[config.mk]
export PLATFORM = sky130hd
export DESIGN_NAME = psd_decoder
export DESIGN_NICKNAME = d
export VERILOG_FILES = /design/src/common/psd_pkg.sv /design/src/verilog/psd_decoder.sv /design/src/verilog/psd_map.sv
export SDC_FILE = /design/constraint.sdc
export NUM_CORES = 1
export LEC_CHECK = 0
export BUFFER_PORTS_ARGS = -buffer_cell sky130_fd_sc_hd__buf_2
export CAP_MARGIN = 0
export CELL_PAD_IN_SITES_DETAIL_PLACEMENT = 0
export CELL_PAD_IN_SITES_GLOBAL_PLACEMENT = 2
export CORE_MARGIN = 2
export CORE_UTILIZATION = 28
export CTS_CLUSTER_SIZE = 12
export DETAILED_ROUTE_END_ITERATION = 16
export HOLD_SLACK_MARGIN = 0.03
export PLACE_DENSITY_LB_ADDON = 0.1
export SLEW_MARGIN = 20
export SYNTH_ARGS = -nofsm -noshare
export SYNTH_HDL_FRONTEND = slang
export SYNTH_SLANG_ARGS = --single-unit
export TNS_END_PERCENT = 30
[constraint.sdc]
create_clock -name i_clock -period 2.2 [get_ports i_clock]
set_input_delay 0.66 -clock i_clock [delete_from_list [all_inputs] [get_ports i_clock]]
set_output_delay 0.66 -clock i_clock [all_outputs]
set_load 0.005 [all_outputs]
[src/common/psd_pkg.sv]
/*
 * psd_pkg: constants for the paged special register address decoder.
 * assumes an 8-bit direct address space with the special range in its upper half.
 */
package psd_pkg;
    localparam logic [7:0] PSD_SPACE_BASE   = 8'h80;
    localparam logic [7:0] PSD_SPACE_LAST   = 8'hff;
    localparam logic [2:0] PSD_BIT_LOW_MASK = 3'h7;
    localparam logic [2:0] PSD_BIT_LOW_HIT  = 3'h0;
    localparam logic [7:0] PSD_PAGE_SEL_ADR = 8'hbf;
    localparam logic [7:0] PSD_PAGE_RESET   = 8'h00;
    localparam logic [7:0] PSD_PAGE_0       = 8'h00;
    localparam logic [7:0] PSD_PAGE_F       = 8'h0f;
    localparam int         PSD_PAGE_COUNT   = 256;
    localparam logic [7:0] PSD_BIT_BASE     = 8'h80;
    localparam logic [7:0] PSD_UNDEF_READ   = 8'h00;
    typedef enum logic [2:0] {
        PSD_CLS_NONE   = 3'b001,
        PSD_CLS_COMMON = 3'b010,
        PSD_CLS_PAGED  = 3'b100
    } psd_class_t;
endpackage : psd_pkg

[src/verilog/psd_decoder.sv]
/*
 * psd_decoder: routes direct-address core accesses to the special register
 * space, holds the page select register and classifies each access.
 * assumes the core presents at most one access per cycle; a strobe held high is one access each cycle.
 */
`timescale 1ns/1ps
`default_nettype none
module psd_decoder
    import psd_pkg::*;
(
    input  wire logic       i_clock,
    input  wire logic       i_rst,
    input  wire logic       i_req,
    input  wire logic       i_direct,
    input  wire logic       i_write,
    input  wire logic       i_bit_op,
    input  wire logic [7:0] i_addr,
    input  wire logic [7:0] i_wdata,
    output logic            o_sfr_sel,
    output logic            o_ram_sel,
    output logic            o_reserved,
    output logic            o_bit_err,
    output logic            o_paged,
    output logic            o_we,
    output logic [7:0]      o_addr,
    output logic [7:0]      o_page,
    output logic [7:0]      o_rdata,
    output logic            o_rvalid
);
    typedef struct packed {
        logic [7:0] page;
        logic       sfr_sel;
        logic       ram_sel;
        logic       reserved;
        logic       bit_err;
        logic       paged;
        logic       we;
        logic [7:0] addr;
        logic [7:0] rdata;
        logic       rvalid;
    } psd_state_t;

    psd_state_t state_reg;
    psd_state_t state_next;
    psd_class_t cls;
    logic       in_space;
    logic       bit_ok;
    logic       is_page_sel;
    logic [7:0] byte_addr;

    // bit operations carry a bit address; the byte holding it is addr[7:3]*8
    assign byte_addr = i_bit_op ? {i_addr[7:3], 3'h0} : i_addr;

    psd_map u_map (
        .i_addr (byte_addr),
        .i_page (state_reg.page),
        .o_class(cls)
    );

    // decode classification for the current access
    always_comb begin
        in_space    = i_direct && (byte_addr >= PSD_SPACE_BASE);
        bit_ok      = ((byte_addr[2:0] & PSD_BIT_LOW_MASK) == PSD_BIT_LOW_HIT);
        is_page_sel = (byte_addr == PSD_PAGE_SEL_ADR);
    end

    // one next-state process; page select is plain storage, all 8 bits kept
    always_comb begin
        state_next        = state_reg;
        state_next.rvalid = 1'b0;
        state_next.we     = 1'b0;
        if (i_req) begin
            state_next.addr     = byte_addr;
            state_next.sfr_sel  = in_space;
            state_next.ram_sel  = !in_space;
            state_next.bit_err  = in_space && i_bit_op && !bit_ok;
            // page register is never paged out, so software can always get back
            state_next.reserved = in_space && !is_page_sel && (cls == PSD_CLS_NONE);
            state_next.paged    = in_space && (cls == PSD_CLS_PAGED);
            state_next.we       = i_write && in_space && !state_next.reserved
                                  && !state_next.bit_err;
            state_next.rvalid   = !i_write;
            state_next.rdata    = PSD_UNDEF_READ;
            if (in_space && is_page_sel) begin
                if (i_write) begin
                    state_next.page = i_wdata;
                end else begin
                    state_next.rdata = state_reg.page;
                end
            end
        end
    end

    // single register stage; synchronous reset to constants only
    always_ff @(posedge i_clock) begin
        if (i_rst) begin
            state_reg <= '{page: PSD_PAGE_RESET, addr: 8'h00, rdata: 8'h00, default: 1'b0};
        end else begin
            state_reg <= state_next;
        end
    end

    assign o_sfr_sel  = state_reg.sfr_sel;
    assign o_ram_sel  = state_reg.ram_sel;
    assign o_reserved = state_reg.reserved;
    assign o_bit_err  = state_reg.bit_err;
    assign o_paged    = state_reg.paged;
    assign o_we       = state_reg.we;
    assign o_addr     = state_reg.addr;
    assign o_page     = state_reg.page;
    assign o_rdata    = state_reg.rdata;
    assign o_rvalid   = state_reg.rvalid;

    property p_space_route;
        @(posedge i_clock) disable iff (i_rst)
        i_req && i_direct && !i_bit_op && i_addr[7] |=> o_sfr_sel && !o_ram_sel;
    endproperty
    a_space_route: assert property (p_space_route) else $error("high direct not routed");

    property p_low_ram;
        @(posedge i_clock) disable iff (i_rst)
        i_req && !i_bit_op && !i_addr[7] |=> o_ram_sel && !o_sfr_sel;
    endproperty
    a_low_ram: assert property (p_low_ram) else $error("low address not to ram");

    property p_bit_ok;
        @(posedge i_clock) disable iff (i_rst)
        i_req && i_direct && i_bit_op && i_addr[7] |=> !o_bit_err;
    endproperty
    a_bit_ok: assert property (p_bit_ok) else $error("bit access rejected");

    property p_byte_only;
        @(posedge i_clock) disable iff (i_rst)
        o_bit_err |-> o_addr[2:0] != 3'h0 && !o_we;
    endproperty
    a_byte_only: assert property (p_byte_only) else $error("bit error misflagged");

    property p_page_write;
        @(posedge i_clock) disable iff (i_rst)
        i_req && i_direct && i_write && !i_bit_op && i_addr == 8'hbf |=> o_page == $past(i_wdata);
    endproperty
    a_page_write: assert property (p_page_write) else $error("page not stored");

    property p_page_read;
        @(posedge i_clock) disable iff (i_rst)
        i_req && i_direct && !i_write && !i_bit_op && i_addr == 8'hbf
            |=> o_rvalid && o_rdata == $past(o_page) && !o_reserved;
    endproperty
    a_page_read: assert property (p_page_read) else $error("page readback wrong");

    property p_page_hold;
        @(posedge i_clock) disable iff (i_rst)
        !(i_req && i_write) |=> $stable(o_page);
    endproperty
    a_page_hold: assert property (p_page_hold) else $error("page changed unasked");

    property p_reserved_nowrite;
        @(posedge i_clock) disable iff (i_rst)
        o_reserved |-> !o_we && !o_paged;
    endproperty
    a_reserved_nowrite: assert property (p_reserved_nowrite) else $error("reserved wrote");

    property p_other_page;
        @(posedge i_clock) disable iff (i_rst)
        i_req && i_direct && !i_bit_op && i_addr[7] && i_addr != 8'hbf
            && o_page != 8'h00 && o_page != 8'h0f |=> o_reserved;
    endproperty
    a_other_page: assert property (p_other_page) else $error("unimplemented page decoded");

    // reset must land the page on zero and leave no stale pulse behind
    property p_reset_page;
        @(posedge i_clock)
        i_rst |=> o_page == PSD_PAGE_RESET && !o_we && !o_rvalid;
    endproperty
    a_reset_page: assert property (p_reset_page) else $error("page not reset");

    property p_idle_quiet;
        @(posedge i_clock) disable iff (i_rst)
        !i_req |=> !o_we && !o_rvalid;
    endproperty
    a_idle_quiet: assert property (p_idle_quiet) else $error("pulse without access");

    // only the page register has a readable value here; all else reads as undefined
    property p_undef_read;
        @(posedge i_clock) disable iff (i_rst)
        i_req && !i_write && (!i_direct || i_bit_op || i_addr != PSD_PAGE_SEL_ADR)
            |=> o_rdata == PSD_UNDEF_READ;
    endproperty
    a_undef_read: assert property (p_undef_read) else $error("undefined read not zero");

    property p_ram_no_we;
        @(posedge i_clock) disable iff (i_rst)
        o_ram_sel |-> !o_we && !o_sfr_sel;
    endproperty
    a_ram_no_we: assert property (p_ram_no_we) else $error("ram access wrote register");

    property p_common_both;
        @(posedge i_clock) disable iff (i_rst)
        i_req && i_direct && !i_bit_op && i_addr == PSD_SPACE_BASE
            && (o_page == PSD_PAGE_0 || o_page == PSD_PAGE_F) |=> !o_reserved && !o_paged;
    endproperty
    a_common_both: assert property (p_common_both) else $error("common slot paged");

    property p_bit_byte;
        @(posedge i_clock) disable iff (i_rst)
        i_req && i_bit_op |=> o_addr[2:0] == PSD_BIT_LOW_HIT;
    endproperty
    a_bit_byte: assert property (p_bit_byte) else $error("bit op byte not aligned");

    property p_rvalid_read;
        @(posedge i_clock) disable iff (i_rst)
        i_req |=> o_rvalid != $past(i_write);
    endproperty
    a_rvalid_read: assert property (p_rvalid_read) else $error("read pulse wrong");
endmodule // psd_decoder
`default_nettype wire

[src/verilog/psd_map.sv]
/*
 * psd_map: combinational occupancy lookup for the special register space.
 * assumes address already known to lie in 0x80..0xff.
 */
`timescale 1ns/1ps
`default_nettype none
module psd_map
    import psd_pkg::*;
(
    input  wire logic [7:0] i_addr,
    input  wire logic [7:0] i_page,
    output var  psd_class_t o_class
);
    logic on_p0;
    logic on_pf;
    // paged slots decode on page 0 and page f alike; page 0 and f share the rest
    always_comb begin
        on_p0 = (i_page == PSD_PAGE_0);
        on_pf = (i_page == PSD_PAGE_F);
        o_class = PSD_CLS_COMMON;
        unique case (i_addr)
            8'h96, 8'h97, 8'hab, 8'had, 8'hd7: o_class = PSD_CLS_NONE;
            8'hb9, 8'he4, 8'hc8, 8'hc9, 8'hca, 8'hcb, 8'hcc, 8'hcd, 8'hce, 8'hcf,
            8'hc0, 8'hc1, 8'hc2, 8'h91, 8'h92, 8'h93, 8'h94, 8'h95:
                o_class = (on_p0 || on_pf) ? PSD_CLS_PAGED : PSD_CLS_NONE;
            default: o_class = (on_p0 || on_pf) ? PSD_CLS_COMMON : PSD_CLS_NONE;
        endcase
    end
endmodule // psd_map
`default_nettype wire
==> results.md, run 1 <==
* Top_reg_cell synth: dfxtp_1
* Post-layout util at 0.3897
* Port-buffer cells at 52
* Final Non-Filler Cells at 263
* Mapped Area at 1386 sq um
* Largest area contributor in the netlist: dfxtp_1
* Initial Util at 0.2916
* Clock Latency Late Sink at 280 ps
* Synth top area cells: dfxtp_1, mux2i_1, a22o_1
* WL final at 3774 um
* DR vias at 1295
* Placed Cells at 256
* Cells resized by post-CTS repair at 0
* Area share of the largest cell type after synthesis at 0.4477
* Total track usage at 0.1447
* Placed Area at 1750 sq um
* Via density at 4.924
* Slew @ Worst Pin at 492.8 ps
* Inserted Diodes at 0
* Startpoint types: input port
* Die extent in y at 74.37 um
* DRC at 0
* Critical Path AT at 2010 ps
* Final ANT Viol Nets at 0
* EDFF count, synth at 0
* Area grow syn2layout at 33.66%
* Hold Fails Final Rpt at 0
* Seq cells post-synth at 31
* Synth Net Count at 159
* Clk buf depth at 2
* RSZ-0062 raised after global routing: no
* # IOs at 53
* Design Area, Final at 1853 sq um
* CTS tree: yes
* Avg WL per Cell at 14.35 um
* Gpl congestion at 0.7896
* Ys async rst share at 0
* Overflow after GRT at 0
* Max Cap Viol at 0
* Avg Inst Size Synth at 10.12 sq um
* Max-Slew Margin vs Limit at 0.6680
* CTS root buf: clkbuf_8
* Hold Crit Class: reg2reg
* Post-Syn Instances at 137
* Yosys warns at 0
* Nets@finish at 218
* Vias in the first global route at 1184
* Drt pass-1 iters at 4
* Largest net degree at the start of global routing at 15
* Slew Limit Fails at 0
* Layout cell share with drive strength beyond 1 at 0.3571
* Clock slew at reported path FFs at 70 ps
* Final Cycle Share at 0.8406
* Cts hold-fix bufs at 0
* Critical path capture point type: register
* Post-synth top cells: dfxtp_1, nor2_1, mux2i_1, a22o_1, nand2b_1
* First-pass GRT wire length at 5989 um
* Yosys cell types at 40
* HPWL Detailed at 2804 um
* Status: complete, no violations
* Crit path kind: in2reg
* Fraction of the yosys area taken by sequential cells at 0.4477
* CP Data Required Time at 2360 ps
* Pwr dens at 661.1 nW/um^2
* Full die area at 5530 sq um
* Setup-failing EPs final at 0
* CTS Sinks at 31
* Tmin final at 1849 ps
* DRT iter0 DRCs at 68
* Post-CTS setup buffer count at 0
* Setup TNS at 0 ps
* Count leader, synth: dfxtp_1
* Worst vdd ir at 0.2434 mV
* H-tree depth at 2
* Core area at 4755 sq um
* Num rows at 25
* CP max FO at 7
* Leakage power at 0.8117 nW
* Inserted Clock Buffers at 5
* Initial antenna violation count at 0
* Fmax at 540.7 MHz
* Die X at 74.37 um
* Worst Skew at 3.749 ps
-- layer usage --
layer,global-route usage,part of all wire
met4,0.05357,0.0093
met2,0.1976,0.44
met3,0.05420,0.072
met1,0.2063,0.47
met5,0,0
-- path summary, 6_finish.rpt --
kind                                 from         to  slack, ps  cells after the start
worst min register to register  o_sfr_sel  o_sfr_sel        450                      2
worst min-delay path            o_sfr_sel  o_sfr_sel        450                      2
worst max-delay path            i_addr[3]    o_paged        350                      5
worst max register to register  o_page[7]    o_paged        440                      4
-- layout make-up --
cell class                      instances  area (sq um)
Inverter                                2         7.507
Tap cell                               67         83.83
Fill cell                             485          2902
Sequential cell                        31         620.6
Multi-Input combinational cell         98         733.2
Clock inverter                          1         30.03
Timing Repair Buffer                   58         305.3
Clock buffer                            6         72.57
-- power breakdown --
part / switching [mW] / total, mW / internal [mW]
logic: 0.0634 / 0.113 / 0.0497
clock network: 0.204 / 0.535 / 0.332
registers: 0.00459 / 0.577 / 0.572
-- placed cells by master, fill, tap and decap left out, types with 2 or more instances in the layout --
master,instances
nor3b_1,2
and2_1,2
inv_1,2
nand3_1,2
dfxtp_1,31
nand2_1,4
or2_1,2
mux2i_1,13
a21oi_1,3
nor2_1,17
o211ai_1,3
a22o_1,8
nand2b_1,6
clkbuf_8,5
and4_1,2
nor4_1,2
buf_4,6
or3b_1,2
buf_2,52
or2b_1,2
nor4_4,2
o21ai_0,3
nand3b_1,4
a2111oi_0,3
-- per-stage QoR --
| stage | setup slack, ps | hold WS, ps | total power, mW |
|---|---|---|---|
| floorplan | 270.5 | 438.8 | 0.6441 |
| global route | 287.1 | 464.1 | 1.285 |
| detailed placement | 90.88 | 436.1 | 0.7023 |
| global placement | 126.2 | 430.7 | 0.7022 |
| CTS | 393.0 | 446.3 | 1.253 |
| finish | 350.7 | 448.1 | 1.225 |
-- worst max-delay path, cell delays in order --
cell and delay, ps:
buf_2 150, or3b_1 410, a2111oi_2 470, a2111oi_0 160, a2bb2oi_1 160
-- cells by family (layout without fill, tap and decap cells) --
family / count (synthesis) / in the layout / synth area share
XOR/XNOR: 1 / 1 / 0.006319
flip-flops: 31 / 31 / 0.4477
AND/OR/NAND/NOR: 55 / 55 / 0.2671
AO/OA/AOI/OAI: 29 / 29 / 0.1616
buffers and inverters: 8 / 67 / 0.02347
multiplexers: 13 / 13 / 0.09386
(Power assumes the default switching activity.)
==> inputs of run 2 (changes only) <==
--- a/config.mk
+++ b/config.mk
@@ -5,12 +5,13 @@
 export SDC_FILE = /design/constraint.sdc
 export NUM_CORES = 1
 export LEC_CHECK = 0
+export ABC_AREA = 1
 export BUFFER_PORTS_ARGS = -buffer_cell sky130_fd_sc_hd__buf_2
 export CAP_MARGIN = 0
 export CELL_PAD_IN_SITES_DETAIL_PLACEMENT = 0
 export CELL_PAD_IN_SITES_GLOBAL_PLACEMENT = 2
 export CORE_MARGIN = 2
-export CORE_UTILIZATION = 28
+export CORE_UTILIZATION = 25
 export CTS_CLUSTER_SIZE = 12
 export DETAILED_ROUTE_END_ITERATION = 16
 export HOLD_SLACK_MARGIN = 0.03
==> constraint.sdc (replaced) <==
create_clock -name i_clock -period 1.75 [get_ports i_clock]
set_input_delay 0.525 -clock i_clock [delete_from_list [all_inputs] [get_ports i_clock]]
set_output_delay 0.525 -clock i_clock [all_outputs]
set_load 0.005 [all_outputs]
==> run 2 against run 1 <==
Effect of this change:
- first-iteration DRC count shrank 43%
- clock power is 34% higher
- cell area rose by 3.5%
- global-route usage is 1.4 points lower
- register-to-register slack better by 40 ps
- sequential power rose by 26%
- via count rose by 13%
- setup slack got worse by 95 ps
- largest power group unchanged
==> results.md, run 2 <==
* Gpl congestion at 0.7161 (-9.3%)
* Clock power frac at 0.453 (+0.016)
* Cts hold-fix bufs at 0 (unchanged)
* EDFF count, synth at 0 (unchanged)
* Layout cell share with drive strength beyond 1 at 0.2836 (-0.07356)
* DRT iter0 DRCs at 39 (-43%)
* Worst vdd ir at 0.3755 mV (+54%)
* Largest net degree at the start of global routing at 19 (+4)
* Min-delay src: o_bit_err
* Port-buffer cells at 52 (unchanged)
* Area share of the largest cell type after synthesis at 0.4366 (-0.01103)
* Hold Crit Class: reg2reg
* HPWL Detailed at 3200 um (+14%)
* Nets@finish at 289 (+33%)
* Mapped Area at 1421 sq um (+2.5%)
* Core area at 5507 sq um (+16%)
* Design Area, Final at 1918 sq um (+3.5%)
* FILL cells at 607 (+25%)
* Slew Limit Fails at 0 (unchanged)
* Count leader, synth: nand2_1
* Avg WL per Cell at 11.41 um (-20%)
* Die X at 79.40 um (+6.8%)
* DRC at 0 (unchanged)
* Full die area at 6304 sq um (+14%)
* Critical path capture point type: register
* Sw Share at 0.2231 (+0.001265)
* Fraction of the yosys area taken by sequential cells at 0.4366 (-0.01103)
* Flop-to-flop setup slack at 480 ps (+40 ps)
* First-pass GRT wire length at 6334 um (+5.8%)
* Hold endpoint: o_bit_err
* Yosys warns at 0 (unchanged)
* Worst r2r src: o_page[0]
* Clock slew at reported path FFs at 60 ps (about the same)
* Inserted Diodes at 0 (unchanged)
* Most common cell after layout, fill and taps aside: nand2_1
* Placed Area at 1800 sq um (+2.9%)
* Max incr delay on CP at 260 ps (-210 ps)
* Crit path kind: in2reg
* Synth Net Count at 227 (+43%)
* Fmax at 669.2 MHz
* Initial Util at 0.2581 (-0.03346)
* Clock Latency Late Sink at 280 ps (about the same)
* Total power at 1.589 mW (+30%)
* CP max FO at 10 (+3)
* Stages on worst setup path at 7 (+2)
* Yosys cell types at 22 (-45%)
* Ys async rst share at 0 (unchanged)
* Clk buf depth at 2 (unchanged)
* Drt pass-1 iters at 4 (unchanged)
* Avg Inst Size Synth at 6.933 sq um (-31%)
* Slew @ Worst Pin at 335.7 ps (-157.0 ps)
* Max Cap Viol at 0 (unchanged)
* DR vias at 1466 (+13%)
* Int Pwr at 1.235 mW (+30%)
* Leakage power at 0.9840 nW (+21%)
* Seq cells post-synth at 31 (unchanged)
* Multi-input gate area at 705.7 sq um (-3.8%)
* Pwr dens at 828.6 nW/um^2 (+25%)
* Post-Syn Instances at 205 (+50%)
* CTS tree: yes
* Status: complete, no violations
* Post-Route Hold Slack at 438.7 ps (-9.465 ps)
* Top_reg_cell synth: dfxtp_1
* Vias in the first global route at 1398 (+18%)
* Hold path cells at 2 (unchanged)
* Critical Path AT at 1660 ps (-350 ps)
* Switch Pwr at 354.6 uW (+30%)
* Largest area contributor in the netlist: dfxtp_1
* Setup-failing EPs final at 0 (unchanged)
* Num rows at 27 (+8.0%)
* # IOs at 53 (unchanged)
* Worst Skew at 1.479 ps (-2.270 ps)
* Comb power frac at 0.091 (about the same)
* Initial antenna violation count at 0 (unchanged)
* Final Cycle Share at 0.8539
* Overflow after GRT at 0 (unchanged)
* Worst Path Buf+Inv at 2 (+1)
* Register area at 620.6 sq um (unchanged)
* Tmin final at 1494 ps
* WL final at 3880 um (+2.8%)
* Final ANT Viol Nets at 0 (unchanged)
* Crit Reg-Reg Endpoint: o_reserved
* Area grow syn2layout at 34.95%
* Slowest CP cell: o21ai_0
* Via density at 4.312 (-12%)
* RSZ-0062 raised after global routing: no
* Total track usage at 0.1309 (-0.01381)
* R2R depth at 9 (+5)
* Hold Fails Final Rpt at 0 (unchanged)
* Worst path top cell family by delay: simple AND/OR/NAND/NOR gates
* CTS Sinks at 31 (unchanged)
* Max-Slew Margin vs Limit at 0.7759 (+0.1079)
* CP Data Required Time at 1920 ps (-440 ps)
* Die extent in y at 79.40 um (+6.8%)
* H-tree depth at 2 (unchanged)
* Startpoint types: input port
* Cells resized by post-CTS repair at 0 (unchanged)
* Post-CTS setup buffer count at 0 (unchanged)
* Synth top area cells: dfxtp_1, nand2_1, o21ai_0
* Most frequent cells in the layout: nand2_1, buf_2, nor2_1
* CTS root buf: clkbuf_8
* Worst path cell trace: buf_2 -> inv_1 -> nand4_2 -> nor3_1 -> nand2_1 -> o21ai_0 -> nor2_1
* Seq pwr share at 0.456 (-0.015)
* Inserted Clock Buffers at 5 (unchanged)
* Post-synth top cells: nand2_1, nor2_1, dfxtp_1, o21ai_0, nand3_1
==> run 2: changes by cell type in the layout (fill, tap and decap cells not counted), sizes merged, moves of 13 or more <==
cell   change
inv       +17
mux2i     -13
nand2     +51
nand3     +16
nor2      +19
o21ai     +22
==> run 2: metal layers <==
| layer | part of all wire | global-route usage | vias to the layer above |
|---|---|---|---|
| met4 | 0.014 | 0.04828 | 0 |
| met2 | 0.50 | 0.2314 | 27 |
| met1 | 0.44 | 0.1506 | 648 |
| met3 | 0.048 | 0.03507 | 6 |
| li1 | - | - | 785 |
| met5 | 0 | 0 | - |
==> run 2: worst max-delay path by stage <==
| stage | from | to | slack (ps) |
|---|---|---|---|
| 4_1_cts | i_addr[6] | o_page[7] | 260 |
| 3_5_place_dp | i_addr[6] | o_page[7] | -40 |
| 2_1_floorplan | i_bit_op | o_page[0] | 320 |
| 5_1_grt | i_addr[6] | o_page[7] | 110 |
| 6_report | i_addr[6] | o_page[7] | 260 |
| 3_3_place_gp | i_addr[6] | o_page[2] | -40 |
==> run 2: through the flow <==
stage          setup slack, ps  std cells  setup TNS, ps  utilization
2_1_floorplan            322.4        205              0            -
3_3_place_gp            -38.81        332         -149.2       0.3270
3_5_place_dp            -37.33        332         -74.74       0.3270
4_1_cts                  257.8        340              0       0.3483
5_1_grt                  111.4        340              0       0.3483
6_report                 255.7        340              0       0.3483
==> run 2: power by group through the flow <==
stage | clock (mW) | sequential, mW | combinational (mW)
6_report | 0.719 | 0.725 | 0.145
5_1_grt | 0.780 | 0.726 | 0.164
2_1_floorplan | 0 | 0.742 | 0.0696
4_1_cts | 0.747 | 0.725 | 0.148
3_5_place_dp | 0 | 0.741 | 0.147
3_3_place_gp | 0 | 0.741 | 0.149
==> run 2: final cells by class <==
cell class | instances | share of cell area
multi-input combinational | 151 | 0.3679
sequential | 31 | 0.3235
timing repair buffer | 59 | 0.1631
tap | 72 | 0.04697
clock buffer | 6 | 0.04305
inverter | 19 | 0.03718
clock inverter | 2 | 0.01826
==> run 2: worst register-to-register path, cell delays in order, from the launching register on <==
cell and delay [ps]:
dfxtp_1 410, nand2_1 70, inv_1 50, nand2_1 60, a21oi_1 190, nand2_1 110
inv_1 60, nand3_1 80, nand3_1 80, nand2_1 40
==> run 2: logic make-up after synthesis <==
family | synth area share
flip-flops | 0.4366
AND/OR/NAND/NOR | 0.3864
buffers and inverters | 0.06690
AO/OA/AOI/OAI | 0.1100
==> inputs of run 3 (changes only) <==
--- a/config.mk
+++ b/config.mk
@@ -5,13 +5,13 @@
 export SDC_FILE = /design/constraint.sdc
 export NUM_CORES = 1
 export LEC_CHECK = 0
-export ABC_AREA = 1
 export BUFFER_PORTS_ARGS = -buffer_cell sky130_fd_sc_hd__buf_2
 export CAP_MARGIN = 0
 export CELL_PAD_IN_SITES_DETAIL_PLACEMENT = 0
 export CELL_PAD_IN_SITES_GLOBAL_PLACEMENT = 2
+export CORE_ASPECT_RATIO = 0.7
 export CORE_MARGIN = 2
-export CORE_UTILIZATION = 25
+export CORE_UTILIZATION = 28
 export CTS_CLUSTER_SIZE = 12
 export DETAILED_ROUTE_END_ITERATION = 16
 export HOLD_SLACK_MARGIN = 0.03
==> run 3 against run 2 <==
Effect of this change:
- worst hold slack improved by 2.0 ps
- clock skew about the same
- count of clock-buffer cells in the layout unchanged
- largest power group unchanged
- setup slack got worse by 170 ps
- largest cell class unchanged
- clock power down 23%
- global-route usage is 1.9 points higher
- cell area up 5.3%
- critical path depth shrank 2
- power shrank 8.6%
- routed wire length shrank 0.52%
- sequential cell count did not move
- non-clock buffer count rose by 22
==> results.md, run 3 (same netlist as run 1, synthesis figures left out) <==
* Vias in the first global route at 1287 (-7.9%)
* Via density at 4.611 (+6.9%)
* Final ANT Viol Nets at 0 (unchanged)
* Clock slew at reported path FFs at 60 ps (about the same)
* Avg WL per Cell at 13.40 um (+17%)
* Max-Slew Margin vs Limit at 0.6456 (-0.1303)
* Setup TNS at 0 ps (unchanged)
* FILL cells at 492 (-19%)
* Cts hold-fix bufs at 0 (unchanged)
* Max Cap Viol at 0 (unchanged)
* RSZ-0062 raised after global routing: no
* Layout cell share with drive strength beyond 1 at 0.4338 (+0.1502)
* Crit path kind: in2reg
* Slew @ Worst Pin at 526.1 ps (+190.3 ps)
* Num rows at 21 (-22%)
* Worst vdd ir at 0.3260 mV (-13%)
* Largest net degree at the start of global routing at 21 (+2)
* Port-buffer cells at 52 (unchanged)
* R2R depth at 5 (-4)
* Setup-failing EPs final at 0 (unchanged)
* Area grow syn2layout at 45.76%
* Hold Fails Final Rpt at 0 (unchanged)
* CTS tree: yes
* Crit Reg-Reg Endpoint: o_paged
* Clock Latency Late Sink at 280 ps (about the same)
* First-pass GRT wire length at 6272 um (-0.98%)
* CTS root buf: clkbuf_8
* Flop-to-flop setup slack at 180 ps (-300 ps)
* Critical path capture point type: register
* DRT iter0 DRCs at 34 (-13%)
* Clk buf depth at 2 (unchanged)
* WL final at 3860 um (-0.52%)
* Leakage power at 0.9184 nW (-6.7%)
* Nets@finish at 241 (-17%)
* Total track usage at 0.1501 (+0.01926)
* Initial antenna violation count at 0 (unchanged)
* HPWL Detailed at 3054 um (-4.6%)
* Post-Route Hold Slack at 440.7 ps (+2.020 ps)
* Fmax at 601.7 MHz (-10%)
* Worst Skew at 1.003 ps (-0.4764 ps)
* Inserted Clock Buffers at 5 (unchanged)
* CTS Sinks at 31 (unchanged)
* H-tree depth at 2 (unchanged)
* Crit path to: o_we
* CP max FO at 7 (-3)
* Overflow after GRT at 0 (unchanged)
* Drt pass-1 iters at 4 (unchanged)
* Full die area at 5539 sq um (-12%)
* Worst r2r src: o_page[6]
* Most frequent cells in the layout: buf_2, dfxtp_1, buf_4
* CP Launch Point: i_addr[3]
* Gpl congestion at 0.8385 (+17%)
* Final Cycle Share at 0.9497 (+0.09581)
* Status: complete, no violations
* Startpoint types: input port
* Post-layout util at 0.4226 (+0.07422)
* CP Data Required Time at 1920 ps (about the same)
* Inserted Diodes at 0 (unchanged)
* Most common cell after layout, fill and taps aside: buf_2
* Multi-input gate area at 740.7 sq um (+5.0%)
* DR vias at 1328 (-9.4%)
* Die X at 88.10 um (+11%)
* Core area at 4782 sq um (-13%)
* Register area at 620.6 sq um (unchanged)
* Total power at 1.452 mW (-8.6%)
* Hold Crit Class: reg2reg
* Placed Cells at 281 (-15%)
* Slew Limit Fails at 0 (unchanged)
* Final Non-Filler Cells at 288 (-15%)
* Pwr dens at 718.6 nW/um^2 (-13%)
* # IOs at 53 (unchanged)
* Critical Path AT at 1830 ps (+170 ps)
* DRC at 0 (unchanged)
* Hold path cells at 2 (unchanged)
* Die extent in y at 62.87 um (-21%)
* Tmin final at 1662 ps (+167.7 ps)
* Initial Util at 0.2899 (+0.03178)
[run 3: cell count changes in the layout (fill, tap and decap cells not counted), sizes merged, moves of 4 or more]
cell,previous run,this run
o21ai,26,4
nand2,55,4
a22o,0,8
nand4,5,1
mux2i,0,13
inv,19,2
a2111oi,0,4
nand3,19,3
nor2,36,17
nor4,0,4
nand3b,0,4
nor3,5,1
nand2b,0,6
buf,59,81
[run 3: worst min path at each step]
stage              start         to  slack [ps]
2_1_floorplan  o_sfr_sel  o_sfr_sel         440
3_3_place_gp   o_sfr_sel  o_sfr_sel         430
3_5_place_dp   o_sfr_sel  o_sfr_sel         440
4_1_cts        o_sfr_sel  o_sfr_sel         450
5_1_grt        o_sfr_sel  o_sfr_sel         480
6_report       o_sfr_sel  o_sfr_sel         440
[run 3: per-stage QoR]
step	area (sq um)	setup slack, ps
2_1_floorplan	1386	-0.5418
3_3_place_gp	1926	-141.2
3_5_place_dp	1926	-174.6
4_1_cts	2013	69.35
5_1_grt	2021	25.94
6_report	2021	88.00
[run 3: cell type report]
type                    instances  share of cell area
clock buffers                   6             0.04087
well taps                      69             0.04272
multi-input cells              98              0.3666
inverters                       2            0.003715
repair buffers                 81              0.2365
clock inverters                 1            0.002477
flip-flops and latches         31              0.3071
[run 3: report_power, final]
part | internal [mW] | total (mW) | leakage (nW) | switching (mW)
Sequential | 0.719 | 0.725 | 0.252 | 0.00601
Clock | 0.308 | 0.555 | 0.0470 | 0.247
Combinational | 0.0875 | 0.172 | 0.620 | 0.0844
Total | 1.11 | 1.45 | 0.918 | 0.338
[run 3: repair_timing]
| action | 4_1_cts | 5_1_grt |
|---|---|---|
| setup buffers | 0 | 0 |
| resized for setup | 0 | 2 |
| endpoints found under the setup margin | 0 | 1 |
[run 3: metal layers]
layer  share of wire  GRT usage  vias up  wire, um
met4           0.012    0.05114        0        45
li1                -          -      668         -
met1            0.51     0.2106      625      1969
met5               0          0        -         0
met3           0.056    0.05548        4       217
met2            0.42     0.2102       31      1627
[run 3: worst max-delay path, stage by stage]
cell and delay (ps):
buf_2 140, or3b_1 410, a2111oi_2 440, o21ai_1 100
and4_1 220
